**src/pkg/exec_pkg.sv**
```systemverilog
// constants and types for the logic, bit-clear and branch-on-carry executor
package exec_pkg;
	localparam logic [7:0] ADDR_CTRL      = 8'h00;
	localparam logic [7:0] ADDR_INSTR     = 8'h04;
	localparam logic [7:0] ADDR_ACC       = 8'h08;
	localparam logic [7:0] ADDR_STATUS    = 8'h0c;
	localparam logic [7:0] ADDR_BANK      = 8'h10;
	localparam logic [7:0] ADDR_PC        = 8'h14;
	localparam logic [7:0] ADDR_INDEX     = 8'h18;
	localparam logic [7:0] ADDR_FILE_IDX  = 8'h1c;
	localparam logic [7:0] ADDR_FILE_DATA = 8'h20;
	localparam logic [7:0] ADDR_STATE     = 8'h24;
	localparam int         EXT_BIT        = 0;
	localparam int         C_BIT          = 0;
	localparam int         DC_BIT         = 1;
	localparam int         Z_BIT          = 2;
	localparam int         OV_BIT         = 3;
	localparam int         N_BIT          = 4;
	localparam int         BUSY_BIT       = 0;
	localparam int         UNK_BIT        = 1;
	localparam int         LAST_LSB       = 16;
	localparam logic [7:0] OPC_AND_LIT    = 8'h0b;
	localparam logic [5:0] OPC_AND_FILE   = 6'h05;
	localparam logic [5:0] OPC_ADD_CARRY  = 6'h08;
	localparam logic [3:0] OPC_BIT_CLEAR  = 4'h9;
	localparam logic [7:0] OPC_BR_CARRY   = 8'he2;
	localparam logic [7:0] INDEX_LIMIT    = 8'h5f;
	localparam logic [3:0] ACCESS_HI_BANK = 4'hf;
	localparam logic [20:0] PC_STEP       = 21'h00_0002;
	localparam int         FILE_DEPTH     = 16;
	localparam int         FILE_AW        = 4;
	localparam logic [31:0] RESET_WORD    = 32'h0000_0000;

	typedef enum logic [4:0] {
		ST_IDLE = 5'b00001,
		ST_Q1   = 5'b00010,
		ST_Q2   = 5'b00100,
		ST_Q3   = 5'b01000,
		ST_Q4   = 5'b10000
	} state_type;

	typedef enum logic [2:0] {
		OP_NONE,
		OP_AND_LIT,
		OP_AND_FILE,
		OP_ADD_CARRY,
		OP_BIT_CLEAR,
		OP_BR_CARRY
	} op_type;

	typedef struct packed {
		logic               we;
		logic [FILE_AW-1:0] addr;
		logic [7:0]         data;
	} file_wr_type;
endpackage

```
**src/hw/file_store.sv**
```systemverilog
// general purpose file storage, one write port and two read ports
`timescale 1ns/1ps
module file_store
	import exec_pkg::*;
(
	input  wire logic               pclk,
	input  wire logic               presetn,
	input  wire file_wr_type        wr,
	input  wire logic [FILE_AW-1:0] rd_addr_a,
	input  wire logic [FILE_AW-1:0] rd_addr_b,
	output logic      [7:0]         rd_data_a,
	output logic      [7:0]         rd_data_b
);
	logic [7:0] mem [FILE_DEPTH];

	genvar i;
	generate
		for (i = 0; i < FILE_DEPTH; i++) begin : g_entry
			always_ff @(posedge pclk or negedge presetn) begin
				if (!presetn) begin
					mem[i] <= 8'h00;
				end else if (wr.we && wr.addr == FILE_AW'(i)) begin
					mem[i] <= wr.data;
				end
			end
		end
	endgenerate

	assign rd_data_a = mem[rd_addr_a];
	assign rd_data_b = mem[rd_addr_b];
endmodule

```
**src/hw/logic_and_branch_instr_exec.sv**
```systemverilog
// executor for and, add-with-carry, bit clear and branch-on-carry, apb registers
//
// The implementer's own choices: the address map and the APB register port.
`timescale 1ns/1ps
module logic_and_branch_instr_exec
	import exec_pkg::*;
(
	input  wire logic        pclk,
	input  wire logic        presetn,
	input  wire logic        psel,
	input  wire logic        penable,
	input  wire logic        pwrite,
	input  wire logic [7:0]  paddr,
	input  wire logic [31:0] pwdata,
	output logic      [31:0] prdata,
	output logic             pready,
	output logic             pslverr,
	output logic             busy,
	output logic      [3:0]  phase
);
	state_type   state;
	state_type   next_state;
	op_type      op;
	logic [15:0] ir;
	logic        nop_cycle;
	logic        ext_enable;
	logic [7:0]  acc;
	logic [4:0]  status;
	logic [3:0]  bank_select_register;
	logic [20:0] program_counter;
	logic [11:0] index_base;
	logic [FILE_AW-1:0] file_idx;
	logic        unknown_op;
	logic [11:0] eff_addr;
	logic [11:0] last_addr;
	logic [7:0]  operand;
	logic [8:0]  result;
	logic [4:0]  next_status;
	logic [7:0]  file_rd;
	logic [7:0]  file_apb_rd;
	logic [31:0] rd_mux;
	logic        mapped;
	logic        setup;
	logic        wr_en;
	logic        taken;
	logic        byte_op;
	logic [20:0] br_offset;
	file_wr_type core_wr;
	file_wr_type fw;

	// apb slave: ready in the first access cycle, so every transfer is two cycles
	assign setup = psel & ~penable;
	assign wr_en = psel & penable & pready & pwrite & ~pslverr;
	assign mapped = (paddr[1:0] == 2'b00) && (paddr <= ADDR_STATE);

	always_comb begin
		unique case (paddr)
			ADDR_CTRL:      rd_mux = {31'h0000_0000, ext_enable};
			ADDR_INSTR:     rd_mux = {16'h0000, ir};
			ADDR_ACC:       rd_mux = {24'h00_0000, acc};
			ADDR_STATUS:    rd_mux = {27'h000_0000, status};
			ADDR_BANK:      rd_mux = {28'h000_0000, bank_select_register};
			ADDR_PC:        rd_mux = {11'h000, program_counter};
			ADDR_INDEX:     rd_mux = {20'h0_0000, index_base};
			ADDR_FILE_IDX:  rd_mux = {28'h000_0000, file_idx};
			ADDR_FILE_DATA: rd_mux = {24'h00_0000, file_apb_rd};
			ADDR_STATE:     rd_mux = {4'h0, last_addr, 14'h0000, unknown_op, busy};
			default:        rd_mux = RESET_WORD;
		endcase
	end

	always_ff @(posedge pclk or negedge presetn) begin
		if (!presetn) begin
			pready  <= 1'b0;
			pslverr <= 1'b0;
			prdata  <= RESET_WORD;
		end else begin
			pready  <= setup;
			// writes while an instruction runs are refused so core and bus never collide
			pslverr <= setup & (~mapped | (pwrite & busy));
			if (setup) begin
				prdata <= mapped ? rd_mux : RESET_WORD;
			end
		end
	end

	always_ff @(posedge pclk or negedge presetn) begin
		if (!presetn) begin
			ext_enable <= 1'b0;
			bank_select_register <= 4'h0;
			index_base <= 12'h000;
			file_idx <= '0;
		end else if (wr_en) begin
			unique case (paddr)
				ADDR_CTRL:     ext_enable <= pwdata[EXT_BIT];
				ADDR_BANK:     bank_select_register <= pwdata[3:0];
				ADDR_INDEX:    index_base <= pwdata[11:0];
				ADDR_FILE_IDX: file_idx <= pwdata[FILE_AW-1:0];
				default:       ;
			endcase
		end
	end

	// decode of the latched instruction word
	always_comb begin
		if (ir[15:8] == OPC_AND_LIT) begin
			op = OP_AND_LIT;
		end else if (ir[15:10] == OPC_AND_FILE) begin
			op = OP_AND_FILE;
		end else if (ir[15:10] == OPC_ADD_CARRY) begin
			op = OP_ADD_CARRY;
		end else if (ir[15:12] == OPC_BIT_CLEAR) begin
			op = OP_BIT_CLEAR;
		end else if (ir[15:8] == OPC_BR_CARRY) begin
			op = OP_BR_CARRY;
		end else begin
			op = OP_NONE;
		end
	end

	assign byte_op = (op == OP_AND_FILE) || (op == OP_ADD_CARRY);

	// file address formation
	always_comb begin
		if (ir[8]) begin
			eff_addr = {bank_select_register, ir[7:0]};
		end else if (ext_enable && ir[7:0] <= INDEX_LIMIT) begin
			eff_addr = index_base + {4'h0, ir[7:0]};
		end else if (ir[7:0] <= INDEX_LIMIT) begin
			eff_addr = {4'h0, ir[7:0]};
		end else begin
			eff_addr = {ACCESS_HI_BANK, ir[7:0]};
		end
	end

	// signed operand doubled into a byte offset
	assign br_offset = {{12{ir[7]}}, ir[7:0], 1'b0};
	assign taken = (op == OP_BR_CARRY) && status[C_BIT];

	// phase sequencer
	always_comb begin
		unique case (state)
			ST_IDLE: next_state = (wr_en && paddr == ADDR_INSTR) ? ST_Q1 : ST_IDLE;
			ST_Q1:   next_state = ST_Q2;
			ST_Q2:   next_state = ST_Q3;
			ST_Q3:   next_state = ST_Q4;
			ST_Q4:   next_state = (taken && !nop_cycle) ? ST_Q1 : ST_IDLE;
			default: next_state = ST_IDLE;
		endcase
	end

	always_ff @(posedge pclk or negedge presetn) begin
		if (!presetn) begin
			state <= ST_IDLE;
			busy <= 1'b0;
			nop_cycle <= 1'b0;
		end else begin
			state <= next_state;
			busy <= next_state != ST_IDLE;
			if (state == ST_Q4) begin
				nop_cycle <= taken && !nop_cycle;
			end
		end
	end

	assign phase = state[4:1];

	always_ff @(posedge pclk or negedge presetn) begin
		if (!presetn) begin
			ir <= 16'h0000;
		end else if (wr_en && paddr == ADDR_INSTR) begin
			ir <= pwdata[15:0];
		end
	end

	// read operand in the second phase
	always_ff @(posedge pclk or negedge presetn) begin
		if (!presetn) begin
			operand <= 8'h00;
			last_addr <= 12'h000;
		end else if (state == ST_Q2 && !nop_cycle) begin
			operand <= (op == OP_AND_LIT) ? ir[7:0] : file_rd;
			last_addr <= eff_addr;
		end
	end

	// compute in the third phase
	always_ff @(posedge pclk or negedge presetn) begin
		if (!presetn) begin
			result <= 9'h000;
		end else if (state == ST_Q3 && !nop_cycle) begin
			unique case (op)
				OP_AND_LIT, OP_AND_FILE: result <= {1'b0, acc & operand};
				OP_ADD_CARRY: result <= {1'b0, acc} + {1'b0, operand}
					+ {8'h00, status[C_BIT]};
				OP_BIT_CLEAR: result <= {1'b0, operand & ~(8'h01 << ir[11:9])};
				default: result <= 9'h000;
			endcase
		end
	end

	// flags: branch and bit clear leave them alone
	always_comb begin
		next_status = status;
		if (op == OP_AND_LIT || op == OP_AND_FILE) begin
			next_status[N_BIT] = result[7];
			next_status[Z_BIT] = result[7:0] == 8'h00;
		end else if (op == OP_ADD_CARRY) begin
			next_status[N_BIT] = result[7];
			next_status[Z_BIT] = result[7:0] == 8'h00;
			next_status[C_BIT] = result[8];
			// carry into bit four is the carry out of the low nibble
			next_status[DC_BIT] = result[4] ^ acc[4] ^ operand[4];
			next_status[OV_BIT] = (acc[7] == operand[7]) && (result[7] != acc[7]);
		end
	end

	// write destination in the fourth phase
	always_ff @(posedge pclk or negedge presetn) begin
		if (!presetn) begin
			acc <= 8'h00;
			status <= 5'h00;
		end else if (state == ST_Q4 && !nop_cycle) begin
			status <= next_status;
			if (op == OP_AND_LIT || (byte_op && !ir[9])) begin
				acc <= result[7:0];
			end
		end else if (wr_en && paddr == ADDR_ACC) begin
			acc <= pwdata[7:0];
		end else if (wr_en && paddr == ADDR_STATUS) begin
			status <= pwdata[4:0];
		end
	end

	always_ff @(posedge pclk or negedge presetn) begin
		if (!presetn) begin
			program_counter <= 21'h00_0000;
			unknown_op <= 1'b0;
		end else if (state == ST_Q4 && !nop_cycle) begin
			unknown_op <= op == OP_NONE;
			// the fetch has already moved on by one word, hence the step of two
			program_counter <= taken ? program_counter + PC_STEP + br_offset
				: program_counter + PC_STEP;
		end else if (wr_en && paddr == ADDR_PC) begin
			program_counter <= pwdata[20:0];
		end
	end

	// the core write takes the port; bus writes are refused while busy anyway
	always_comb begin
		core_wr.we = state == ST_Q4 && !nop_cycle
			&& ((byte_op && ir[9]) || op == OP_BIT_CLEAR);
		core_wr.addr = eff_addr[FILE_AW-1:0];
		core_wr.data = result[7:0];
		if (core_wr.we) begin
			fw = core_wr;
		end else begin
			fw.we = wr_en && paddr == ADDR_FILE_DATA;
			fw.addr = file_idx;
			fw.data = pwdata[7:0];
		end
	end

	// only the low address bits index the small store, so banks alias
	file_store u_file (
		.pclk      (pclk),
		.presetn   (presetn),
		.wr        (fw),
		.rd_addr_a (eff_addr[FILE_AW-1:0]),
		.rd_addr_b (file_idx),
		.rd_data_a (file_rd),
		.rd_data_b (file_apb_rd)
	);
endmodule

```
**config.mk**
```make
export PLATFORM = sky130hd
export DESIGN_NAME = logic_and_branch_instr_exec
export DESIGN_NICKNAME = d
export VERILOG_FILES = /design/src/pkg/exec_pkg.sv /design/src/hw/file_store.sv /design/src/hw/logic_and_branch_instr_exec.sv
export SDC_FILE = /design/constraint.sdc
export NUM_CORES = 1
export LEC_CHECK = 0
export ABC_AREA = 0
export ABC_CLOCK_PERIOD_IN_PS = 2900
export BUFFER_PORTS_ARGS = -buffer_cell sky130_fd_sc_hd__buf_4
export CORE_MARGIN = 5
export CORE_UTILIZATION = 25
export CTS_BUF_LIST = sky130_fd_sc_hd__clkbuf_8
export DETAILED_ROUTE_END_ITERATION = 8
export PLACE_DENSITY = 0.49
export SLEW_MARGIN = 20
export SYNTH_ARGS = -nofsm -noshare
export SYNTH_HDL_FRONTEND = slang
export SYNTH_SLANG_ARGS = --single-unit
```
**constraint.sdc**
```tcl
create_clock -name pclk -period 2.9 [get_ports pclk]
set_input_delay 0.29 -clock pclk [delete_from_list [all_inputs] [get_ports pclk]]
set_output_delay 0.29 -clock pclk [all_outputs]
set_load 0.1 [all_outputs]
```
==> reports/qor.log, run 1 <==
[worst_setup_path] slack of the worst reg-to-reg path -0.36 ns
[synthesis] Post-Synthesis Mean Instance Area 9.94 um^2
[cells_and_area] Area Overhead vs Synth 29.5%
[worst_setup_path] data required time of the critical path 3.41 ns
[synthesis] most used flip-flop cell after synthesis dfrtp_1
[power] net switching power figure 2.39 mW
[power] overall power consumption 8.79 mW
[power] net switching share of the total power 27.1%
[global_routing] remaining global-route overflow 0
[cts] Clk pin slew, worst setup/hold paths 0.07 ns
[flow_run] Max Cap Viol 0
[sta] max-slew violation count 0
[sta] Post-Route Setup TNS -1.34 ns
[detailed_routing] drt total wl 55.5 mm
[detailed_routing] ratio of routed vias to standard cells 5.09
[global_routing] initial antenna violation count 0
[detailed_routing] count of routing violations after the opening detailed-route iteration 1,152
[cts] Clock Root Buffer clkbuf_8
[sta] Slew @ Worst Pin 0.795 ns
[placed_design] placed cells 2,560
[synthesis] top post-synthesis cells by area dfrtp_1 43%, mux4_2 8.8%, a21oi_1 6.4%, nor2_1 5.4%, mux2_2 3.2%
[worst_setup_path] critical path's top delay family simple AND/OR/NAND/NOR gates
[detailed_routing] met1 routed wirelength after detailed routing 25.3 mm
[worst_setup_path] critical path startpoint program_counter[3]
[worst_setup_path] number of cells on the worst reg-to-reg path 15
[cts] CTS Sinks 266
[floorplan] number of top-level pins 84
[cells_and_area] final instance area 20,100 um^2
[global_routing] pin count of the biggest net entering global routing 90
[cells_and_area] layout filler cell count 6,351
[cts] clock insertion delay at the later pin of the skew report 0.64 ns
[synthesis] fraction of the mapped netlist area in compound gates 18.3%
[worst_setup_path] Worst R2R Start program_counter[3]
[sta] peak clock frequency supported by timing 306 MHz
[global_routing] global-route wire length before repair 84.8 mm
[floorplan] area enclosed by the die boundary 67,300 um^2
[floorplan] Die H 259 um
[placed_design] pre-CTS setup slack -0.343 ns
[synthesis] area share of the largest cell type after synthesis 42.6%
[floorplan] floorplan die width 259 um
[sta] setup-violating endpoint count in the final report 7
[cells_and_area] ANT cells 0
[cts] CTS tree done
[floorplan] Row Count 91
[synthesis] synthesized area 15,500 um^2
[global_routing] total global routing track utilization 16.1%
[sta] number of endpoints with negative hold slack in the final report 0
[worst_setup_path] Crit path arrival time 3.77 ns
[cells_and_area] fraction of final layout cells with drive strength greater than 1 30.5%
[placed_design] post-DP HPWL 40.6 mm
[synthesis] post-synthesis sequential element count 266
[sta] final worst-path setup slack -0.365 ns
[sta] worst hold slack across all endpoints 0.0806 ns
[synthesis] post-synthesis adder-cell area fraction 3.65%
[worst_setup_path] CP endpoint kind flip-flop
[synthesis] cell count after synthesis 1,565
[synthesis] post-synthesis async set-or-reset flop share 100%
[detailed_routing] via total after detailed routing 13,600
[power] Internal Power 6.41 mW
[sta] final cycle utilization of the critical path 113%
[worst_setup_path] startpoint types flip-flop
[worst_setup_path] logic depth of the worst path, buffers included 15
[global_routing] vias in the first global route 13,800
[power] pwr/cell area 437 nW/um^2
[worst_setup_path] Worst path slowest cell dfrtp_1
[synthesis] count of different cell masters after synthesis 73
[power] VDD IR-drop max 0.241 mV
[synthesis] Warnings, synthesis 0
[synthesis] simple-gate portion of the synthesized area 13.9%
[sta] Final Skew 0.0520 ns
[detailed_routing] first-pass iteration count of the detailed router 5
[cts] H-tree levels 2
[worst_hold_path] class of the most critical hold timing path input port to flip-flop
[cts] buffers from clock root to sink, at most 3
[cells_and_area] Post-layout nets 1,891
[synthesis] combinational family with the most area after synthesis compound AO/OA/AOI/OAI gates
[worst_setup_path] WP buf/inv 0
[worst_setup_path] endpoint of the lowest-slack register-to-register path program_counter[20]
[floorplan] core outline area 61,700 um^2
[sta] normalized max-slew margin 46.5%
[detailed_routing] average wire length per cell after detail routing 20.7 um
[worst_setup_path] capture point of the critical path program_counter[20]
[status] run status finished, violations left
[power] share of power burned in the clock network 45.1%
[detailed_routing] Max Used Layer met4
[cells_and_area] final non-filler cell total 2,678
[placed_design] quantity of I/O buffers inserted on ports 68
[cells_and_area] leading cell type in the layout, fill and taps excluded dfrtp_1
[worst_setup_path] Critical Path, Cell by Cell nand3_2 -> nor2_4 -> nand4_1 -> nor2_2 -> nand4_1 -> xnor2_2 -> ha_1 -> a21o_1 -> or3_4 -> o21ai_4 -> mux2i_1 -> nand2_1 -> xnor2_2 -> mux2i_1 -> nand3_1
[worst_setup_path] maximum fanout count along the critical path 3
[synthesis] fraction of synthesized cell area in xor and xnor cells 2.93%
[status] violated checks negative setup slack
[power] combinational share of power 10.0%
[cells_and_area] core utilization of the finished layout 32.6%
[placed_design] total cell area at the placement stage 18,300 um^2
[synthesis] portion of netlist area occupied by mux cells 14.4%
[synthesis] post-synth top area cell dfrtp_1
[floorplan] starting utilization of the core area 25.2%
[synthesis] number of enable flip-flop cells after synthesis 0
[power] Pleak 8.69 nW
[synthesis] portion of the post-synthesis area used by sequential elements 42.8%
[detailed_routing] met3 routed wirelength 3.11 mm
[detailed_routing] antenna viol nets, final 0
[power] Seq pwr share 44.8%
[sta] setup repair after global routing missed its margin true
[sta] min cycle time layout 3.26 ns
[worst_setup_path] critical path class flip-flop to flip-flop
[detailed_routing] total length of routed met2 wires 25.4 mm
[placed_design] routability-driven placement congestion ratio 0.882
[worst_setup_path] Slowest Stage Delay on Critical Path 0.37 ns
[cells_and_area] most frequent cells in the layout 258 x dfrtp_1, 249 x buf_4, 215 x nor2_1
[cts] number of buffers added by the clock tree synthesis step 48
[detailed_routing] DRC violation count after routing 0
-- power groups by stage --
stage / Clock, mW / Sequential [mW] / Combinational (mW)
detailed placement: 0 / 4.01 / 0.857
finish: 3.97 / 3.94 / 0.884
global placement: 0 / 4.00 / 0.849
CTS: 4.08 / 3.94 / 0.883
floorplan: 0 / 4.16 / 0.343
global route: 4.25 / 3.96 / 0.952
-- worst register-to-register path, cell delays in order, from the launching register on --
cell,delay (ns)
dfrtp_1,0.37
nand3_2,0.11
nor2_4,0.11
nand4_1,0.17
nor2_2,0.22
nand4_1,0.16
xnor2_2,0.18
ha_1,0.31
a21o_1,0.18
or3_4,0.35
o21ai_4,0.18
mux2i_1,0.21
nand2_1,0.13
xnor2_2,0.16
mux2i_1,0.21
nand3_1,0.10
-- state kept, by name, indices dropped and copies added (netlist names) --
signal                flops
acc                       8
bank_select_register      4
busy                      1
ext_enable                1
file_idx                  4
index_base               12
ir                       16
last_addr                12
nop_cycle                 1
operand                   8
prdata                   28
pready                    1
program_counter          21
pslverr                   1
result                    9
state                     5
status                    5
u_file.mem              128
unknown_op                1
-- kinds of logic after synthesis --
| kind of cell | count (synthesis) |
|---|---|
| and+or+nand+nor | 483 |
| AOI/OAI and AO/OA | 451 |
| DFF | 266 |
| muxes | 142 |
| buffers and inverters | 127 |
| xor gates and xnor gates | 52 |
| adders and majority gates | 43 |
| other | 1 |
-- final cells by class --
class | instances | area [um^2] | area share [%]
inverters | 24 | 90.1 | 0.448
well taps | 837 | 1050 | 5.20
repair buffers | 288 | 2410 | 12.0
multi-input cells | 1175 | 8840 | 43.9
clock buffers | 65 | 895 | 4.44
flip-flops and latches | 266 | 6670 | 33.1
clock inverters | 23 | 176 | 0.876
-- layer usage --
layer	GRT usage, %	vias to the layer above
met5	0	-
met4	5.14	0
met3	2.51	90
met2	25.2	429
met1	22.9	6890
li1	-	6221
-- how the worst min path moves through the flow --
stage | slack, ns | end | cells past startpoint | start
after floorplan | -0.006 | acc[0] | 0 | presetn
after global placement | 0.36 | u_file.mem[24] | 1 | presetn
after detailed placement | 0.36 | u_file.mem[64] | 1 | presetn
after CTS | 0.02 | acc[0] | 3 | pwdata[0]
after global routing | 0.07 | acc[1] | 3 | pwdata[1]
final | 0.08 | acc[0] | 3 | pwdata[0]
-- cells in the mapped netlist, types with 12 or more instances --
master	count
a211oi_1	22
a21o_1	13
a21oi_1	198
a221oi_1	18
a22o_1	19
a22oi_1	17
a31oi_1	28
and3_1	12
buf_2	22
buf_4	13
clkbuf_1	54
dfrtp_1	265
ha_1	39
inv_1	23
mux2_2	44
mux2i_1	37
mux4_2	61
nand2_1	122
nand3_1	26
nor2_1	224
nor2b_1	15
nor3_1	14
o21ai_0	61
o22ai_1	13
o22ai_2	13
xnor2_1	35
xor2_1	17
-- timing repair --
action                                  4_1_cts  5_1_grt
endpoints found under the hold margin       122        0
gates resized for setup                      39       60
setup buffers                                 6        6
hold buffers                                 19        0
pin swaps                                    21       40
endpoints found under the setup margin       46      116
(Power assumes the default switching activity.)
==> inputs of run 2 (changes only) <==
- SKIP_CTS_REPAIR_TIMING: unset -> 1
==> reports/qor.log, run 2 (synthesis results as in run 1) <==
[placed_design] quantity of I/O buffers inserted on ports 68 [unchanged]
[detailed_routing] drt total wl 54.9 mm [-1.0%]
[power] pwr/cell area 443 nW/um^2 [+1.4%]
[floorplan] core outline area 61,700 um^2 [unchanged]
[global_routing] global-route wire length before repair 84.1 mm [-0.86%]
[cts] buffers from clock root to sink, at most 3 [unchanged]
[worst_hold_path] destination of the worst hold path program_counter[5]
[cells_and_area] layout filler cell count 6,371 [+0.31%]
[global_routing] total global routing track utilization 16.0% [-0.13 points]
[worst_setup_path] critical path class flip-flop to flip-flop
[cts] CTS Sinks 266 [unchanged]
[cts] clock insertion delay at the later pin of the skew report 0.64 ns [about the same]
[cells_and_area] final non-filler cell total 2,670 [-0.30%]
[sta] setup repair after global routing missed its margin true
[cells_and_area] leading cell type in the layout, fill and taps excluded dfrtp_1
[worst_setup_path] Critical Path, Cell by Cell nand3_2 -> nor2_4 -> nand4_1 -> nor2_2 -> buf_4 -> nand3_1 -> xnor2_2 -> ha_1 -> a21o_1 -> or3_1 -> o21ai_2 -> mux2i_1 -> nand2_1 -> xnor2_2 -> mux2i_1 -> nand3_1
[sta] max-slew violation count 0 [unchanged]
[global_routing] remaining global-route overflow 0 [unchanged]
[placed_design] placed cells 2,560 [unchanged]
[worst_setup_path] Worst path slowest cell dfrtp_1
[worst_setup_path] slack of the worst reg-to-reg path -0.29 ns [+0.08 ns]
[power] Pleak 8.62 nW [-0.84%]
[sta] min cycle time layout 3.19 ns [-0.0766 ns]
[global_routing] vias in the first global route 13,600 [-1.5%]
[worst_setup_path] maximum fanout count along the critical path 3 [unchanged]
[cells_and_area] most frequent cells in the layout 259 x dfrtp_1, 248 x buf_4, 217 x nor2_1
[cts] H-tree levels 2 [unchanged]
[worst_setup_path] Worst R2R Start program_counter[3]
[floorplan] Die H 259 um [unchanged]
[cells_and_area] ANT cells 0 [unchanged]
[worst_setup_path] Slowest Stage Delay on Critical Path 0.37 ns [about the same]
[sta] final cycle utilization of the critical path 110% [-2.6 points]
[floorplan] area enclosed by the die boundary 67,300 um^2 [unchanged]
[placed_design] routability-driven placement congestion ratio 0.882 [unchanged]
[cells_and_area] Area Overhead vs Synth 27.5%
[sta] setup-violating endpoint count in the final report 8 [+1]
[global_routing] initial antenna violation count 0 [unchanged]
[worst_setup_path] WP buf/inv 1 [+1]
[worst_hold_path] count of cells along the worst hold path 3 [unchanged]
[sta] number of endpoints with negative hold slack in the final report 0 [unchanged]
[floorplan] number of top-level pins 84 [unchanged]
[sta] normalized max-slew margin 44.3% [-2.2 points]
[sta] peak clock frequency supported by timing 314 MHz [+2.4%]
[worst_hold_path] Hold Startpoint pwdata[5]
[flow_run] Max Cap Viol 0 [unchanged]
[worst_setup_path] CP endpoint kind flip-flop
[floorplan] Row Count 91 [unchanged]
[global_routing] pin count of the biggest net entering global routing 90 [unchanged]
[cells_and_area] number of flip-flops under the largest register name 128 [unchanged]
[worst_setup_path] endpoint of the lowest-slack register-to-register path program_counter[20]
[cells_and_area] largest register by flop count u_file.mem
[cts] Clk pin slew, worst setup/hold paths 0.07 ns [about the same]
[cells_and_area] Top Registers u_file.mem: 128 flops, prdata: 28 flops, program_counter: 21 flops
[sta] Final Skew 0.0531 ns [+0.00111 ns]
[sta] final worst-path setup slack -0.288 ns [+0.0766 ns]
[worst_hold_path] class of the most critical hold timing path input port to flip-flop
[cts] number of buffers added by the clock tree synthesis step 48 [unchanged]
[detailed_routing] ratio of routed vias to standard cells 5.06 [-0.49%]
[cells_and_area] fraction of final layout cells with drive strength greater than 1 28.9% [-1.6 points]
[worst_setup_path] number of cells on the worst reg-to-reg path 16 [+1]
[detailed_routing] average wire length per cell after detail routing 20.6 um [-0.72%]
[cts] Clock Root Buffer clkbuf_8
[cells_and_area] final instance area 19,800 um^2 [-1.5%]
[detailed_routing] first-pass iteration count of the detailed router 5 [unchanged]
[sta] Slew @ Worst Pin 0.828 ns [+0.0330 ns]
[power] VDD IR-drop max 0.242 mV [+0.44%]
[cts] CTS tree done
[detailed_routing] DRC violation count after routing 0 [unchanged]
[placed_design] total cell area at the placement stage 18,300 um^2 [unchanged]
[floorplan] floorplan die width 259 um [unchanged]
[placed_design] post-DP HPWL 40.6 mm [unchanged]
[status] violated checks negative setup slack
[cells_and_area] Post-layout nets 1,883 [-0.42%]
[worst_setup_path] Crit path arrival time 3.69 ns [-0.08 ns]
[detailed_routing] count of routing violations after the opening detailed-route iteration 1,168 [+1.4%]
[worst_setup_path] data required time of the critical path 3.41 ns [about the same]
[worst_setup_path] startpoint types flip-flop
[placed_design] pre-CTS setup slack -0.343 ns [unchanged]
[detailed_routing] antenna viol nets, final 0 [unchanged]
[status] run status finished, violations left
[worst_setup_path] critical path's top delay family simple AND/OR/NAND/NOR gates
[floorplan] starting utilization of the core area 25.2% [unchanged]
[detailed_routing] via total after detailed routing 13,500 [-0.79%]
## run 2: cell count changes in the layout (fill, tap and decap cells not counted), sizes merged
cell and delta:
buf -3, dlygate4sd3 -5
## run 2: layout make-up
| class | count | area (um^2) | area share [%] |
|---|---|---|---|
| Clock buffer | 65 | 895 | 4.51 |
| Clock inverter | 23 | 176 | 0.890 |
| Inverter | 24 | 90.1 | 0.455 |
| Multi-Input combinational cell | 1175 | 8610 | 43.4 |
| Sequential cell | 266 | 6670 | 33.6 |
| Tap cell | 837 | 1050 | 5.28 |
| Timing Repair Buffer | 280 | 2330 | 11.8 |
## run 2: worst min-delay path: cells and delay by family
| family | cells | cell delay, ns |
|---|---|---|
| AND/OR/NAND/NOR | 1 | 0.07 |
| AO/OA/AOI/OAI | 1 | 0.08 |
| buffers and inverters | 1 | 0.17 |
## run 2: metal layers
| metal | vias to the layer above | wire length, um | global-route usage, % | part of all wire, % |
|---|---|---|---|---|
| met5 | - | 0 | 0 | 0 |
| met4 | 0 | 1630 | 4.92 | 3.0 |
| met3 | 95 | 3040 | 2.59 | 5.5 |
| met2 | 444 | 25100 | 25.0 | 46 |
| met1 | 6788 | 25200 | 22.8 | 46 |
| li1 | 6196 | - | - | - |
## run 2: worst max-delay path by stage
stage,startpoint,end,slack (ns),cells past startpoint
after floorplan,program_counter[3],program_counter[20],-0.17,15
after global placement,program_counter[4],program_counter[20],-0.33,16
after detailed placement,program_counter[5],program_counter[20],-0.34,17
after CTS,program_counter[5],program_counter[20],-0.35,17
after global routing,program_counter[3],program_counter[20],-0.54,17
final,program_counter[3],program_counter[20],-0.29,16
## run 2: report_power, final
| part | leakage [nW] | switching (mW) | total (mW) | internal, mW |
|---|---|---|---|---|
| Combinational | 4.71 | 0.577 | 0.875 | 0.298 |
| Clock | 0.613 | 1.70 | 3.96 | 2.26 |
| Sequential | 3.30 | 0.102 | 3.94 | 3.84 |
| Total | 8.62 | 2.38 | 8.78 | 6.40 |
## run 2: through the flow
| stage | utilization (%) | setup TNS (ns) | power (mW) | hold slack [ns] |
|---|---|---|---|---|
| 2_1_floorplan | - | -0.190 | 4.50 | -0.00559 |
| 3_3_place_gp | 29.6 | -2.05 | 4.85 | 0.363 |
| 3_5_place_dp | 29.6 | -2.47 | 4.86 | 0.360 |
| 4_1_cts | 31.3 | -3.59 | 8.88 | -0.318 |
| 5_1_grt | 32.1 | -3.36 | 9.15 | 0.00246 |
| 6_report | 32.1 | -1.11 | 8.78 | 0.0318 |
==> inputs of run 3 (changes only) <==
- BUFFER_PORTS_ARGS: -buffer_cell sky130_fd_sc_hd__buf_4 -> -buffer_cell sky130_fd_sc_hd__buf_2
- CORE_UTILIZATION: 25 -> 37
- PLACE_DENSITY: 0.49 -> 0.63
==> reports/qor.log, run 3 (synthesis results as in run 1) <==
[status] run status finished, violations left
[status] violated checks negative setup slack
[detailed_routing] DRC violation count after routing 0 [unchanged]
[detailed_routing] drt total wl 50.8 mm [-7.4%]
[floorplan] core outline area 41,800 um^2 [-32%]
[worst_setup_path] critical path class flip-flop to flip-flop
[cells_and_area] leading cell type in the layout, fill and taps excluded dfrtp_1
[sta] max-slew violation count 0 [unchanged]
[cells_and_area] fraction of final layout cells with drive strength greater than 1 28.6% [-0.34 points]
[worst_setup_path] endpoint of the lowest-slack register-to-register path program_counter[20]
[floorplan] Die H 215 um [-17%]
[cts] clock insertion delay at the later pin of the skew report 0.59 ns [-0.05 ns]
[cts] H-tree levels 2 [unchanged]
[global_routing] initial antenna violation count 1 [+1]
[power] VDD IR-drop max 0.236 mV [-2.8%]
[detailed_routing] via total after detailed routing 13,600 [+0.86%]
[floorplan] Row Count 75 [-18%]
[cells_and_area] Area Overhead vs Synth 22.7%
[worst_setup_path] CP endpoint kind flip-flop
[worst_setup_path] Crit path arrival time 3.60 ns [-0.09 ns]
[floorplan] starting utilization of the core area 37.2% [+12 points]
[worst_setup_path] data required time of the critical path 3.36 ns [-0.05 ns]
[worst_hold_path] count of cells along the worst hold path 2 [-1]
[sta] number of endpoints with negative hold slack in the final report 0 [unchanged]
[power] Pleak 8.47 nW [-1.7%]
[sta] peak clock frequency supported by timing 319 MHz [+1.6%]
[sta] min cycle time layout 3.14 ns [-0.0503 ns]
[detailed_routing] count of routing violations after the opening detailed-route iteration 1,450 [+24%]
[global_routing] global-route wire length before repair 77.6 mm [-7.8%]
[placed_design] post-DP HPWL 36.8 mm [-9.4%]
[sta] worst hold slack across all endpoints 0.0136 ns [-0.0182 ns]
[floorplan] area enclosed by the die boundary 46,200 um^2 [-31%]
[cts] CTS tree done
[cts] Clock Root Buffer clkbuf_8
[sta] Slew @ Worst Pin 0.844 ns [+0.0166 ns]
[floorplan] floorplan die width 215 um [-17%]
[sta] setup repair after global routing missed its margin true
[cells_and_area] most frequent cells in the layout 262 x dfrtp_1, 217 x nor2_1, 193 x a21oi_1
[global_routing] pin count of the biggest net entering global routing 101 [+12%]
[cts] number of buffers added by the clock tree synthesis step 47 [-2.1%]
[sta] setup-violating endpoint count in the final report 8 [unchanged]
[global_routing] vias in the first global route 13,200 [-2.4%]
[global_routing] remaining global-route overflow 0 [unchanged]
[floorplan] number of top-level pins 84 [unchanged]
[worst_setup_path] startpoint types flip-flop
[cts] CTS Sinks 266 [unchanged]
[worst_setup_path] maximum fanout count along the critical path 4 [+1]
[placed_design] quantity of I/O buffers inserted on ports 68 [unchanged]
[cts] Clk pin slew, worst setup/hold paths 0.07 ns [about the same]
[cells_and_area] Top Registers u_file.mem: 128 flops, prdata: 28 flops, program_counter: 21 flops
[placed_design] pre-CTS setup slack -0.307 ns [+0.0369 ns]
[worst_hold_path] class of the most critical hold timing path input port to flip-flop
[flow_run] Max Cap Viol 0 [unchanged]
[sta] Final Skew 0.0387 ns [-0.0144 ns]
[detailed_routing] first-pass iteration count of the detailed router 6 [+1]
[worst_setup_path] number of cells on the worst reg-to-reg path 16 [unchanged]
[cells_and_area] Post-layout nets 1,875 [-0.42%]
[worst_hold_path] Hold Startpoint pwdata[11]
[global_routing] total global routing track utilization 21.2% [+5.2 points]
[worst_hold_path] destination of the worst hold path ir[11]
[worst_setup_path] Worst R2R Start program_counter[5]
[sta] normalized max-slew margin 43.7% [-0.60 points]
[sta] final cycle utilization of the critical path 108% [-1.7 points]
[detailed_routing] average wire length per cell after detail routing 21.5 um [+4.6%]
[power] pwr/cell area 425 nW/um^2 [-3.9%]
[placed_design] routability-driven placement congestion ratio 0.950 [+7.7%]
[detailed_routing] ratio of routed vias to standard cells 5.77 [+14%]
[cells_and_area] number of flip-flops under the largest register name 128 [unchanged]
[detailed_routing] antenna viol nets, final 0 [unchanged]
[cells_and_area] largest register by flop count u_file.mem
[worst_setup_path] slack of the worst reg-to-reg path -0.24 ns [+0.05 ns]
[cts] buffers from clock root to sink, at most 3 [unchanged]
[sta] final worst-path setup slack -0.238 ns [+0.0503 ns]
## run 3: cell types whose count changed in the layout (fill, tap and decap cells not counted), moves of 3 or more
cell / change
inv_1: +6
dlygate4sd3_1: -6
bufinv_16: -3
ha_1: -4
buf_4: -68
buf_2: +67
ha_2: +3
clkbuf_8: -9
dfrtp_1: +3
## run 3: worst max path at each step
stage                       start                   to
2_1_floorplan  program_counter[3]  program_counter[20]
3_3_place_gp   program_counter[4]  program_counter[20]
3_5_place_dp   program_counter[5]  program_counter[20]
4_1_cts        program_counter[5]  program_counter[20]
5_1_grt        program_counter[5]  program_counter[20]
6_report       program_counter[5]  program_counter[20]
## run 3: area by class of cell
| type | instances | area, um^2 |
|---|---|---|
| antenna | 1 | 2.50 |
| clock buffer | 56 | 771 |
| clock inverter | 29 | 124 |
| fill | 3868 | 22700 |
| inverter | 24 | 90.1 |
| multi-input combinational | 1175 | 8660 |
| sequential | 266 | 6660 |
| tap | 539 | 674 |
| timing repair buffer | 273 | 2100 |
## run 3: per-stage QoR
step	total power, mW	setup TNS (ns)	area, um^2	cells	utilization (%)
3_3_place_gp	4.79	-1.14	17700	2254	42.3
6_report	8.12	-0.708	19100	2363	45.7
3_5_place_dp	4.81	-2.93	17700	2254	42.3
4_1_cts	8.16	-2.96	18600	2339	44.5
5_1_grt	8.43	-2.75	19100	2363	45.7
2_1_floorplan	4.50	-0.190	15600	1568	-
## run 3: critical path, cell delays in order, from the launching register on
cell and delay [ns]:
dfrtp_1 0.36, nand3_2 0.12, nor2_4 0.11, nand4_1 0.13, nor2_2 0.16, nand2_1 0.12
xnor2_2 0.23, ha_4 0.25, nand3_1 0.08, o22ai_1 0.11, or3_4 0.39, o21ai_4 0.16
mux2i_1 0.22, nand2_1 0.10, xnor2_1 0.20, mux2i_1 0.19, nand3_1 0.07
## run 3: layer usage
metal	vias to the layer above	GRT usage (%)	part of all wire, %
li1	6182	-	-
met4	2	6.87	3.7
met3	121	4.71	7.7
met5	-	1.15	0.14
met2	556	33.5	46
met1	6778	29.1	43
## run 3: power by group
part,leakage (nW),switching [mW],total (mW),internal [mW]
Combinational,4.63,0.556,0.822,0.266
Sequential,3.30,0.0998,3.94,3.84
Clock,0.544,1.61,3.35,1.75
Total,8.47,2.26,8.12,5.85
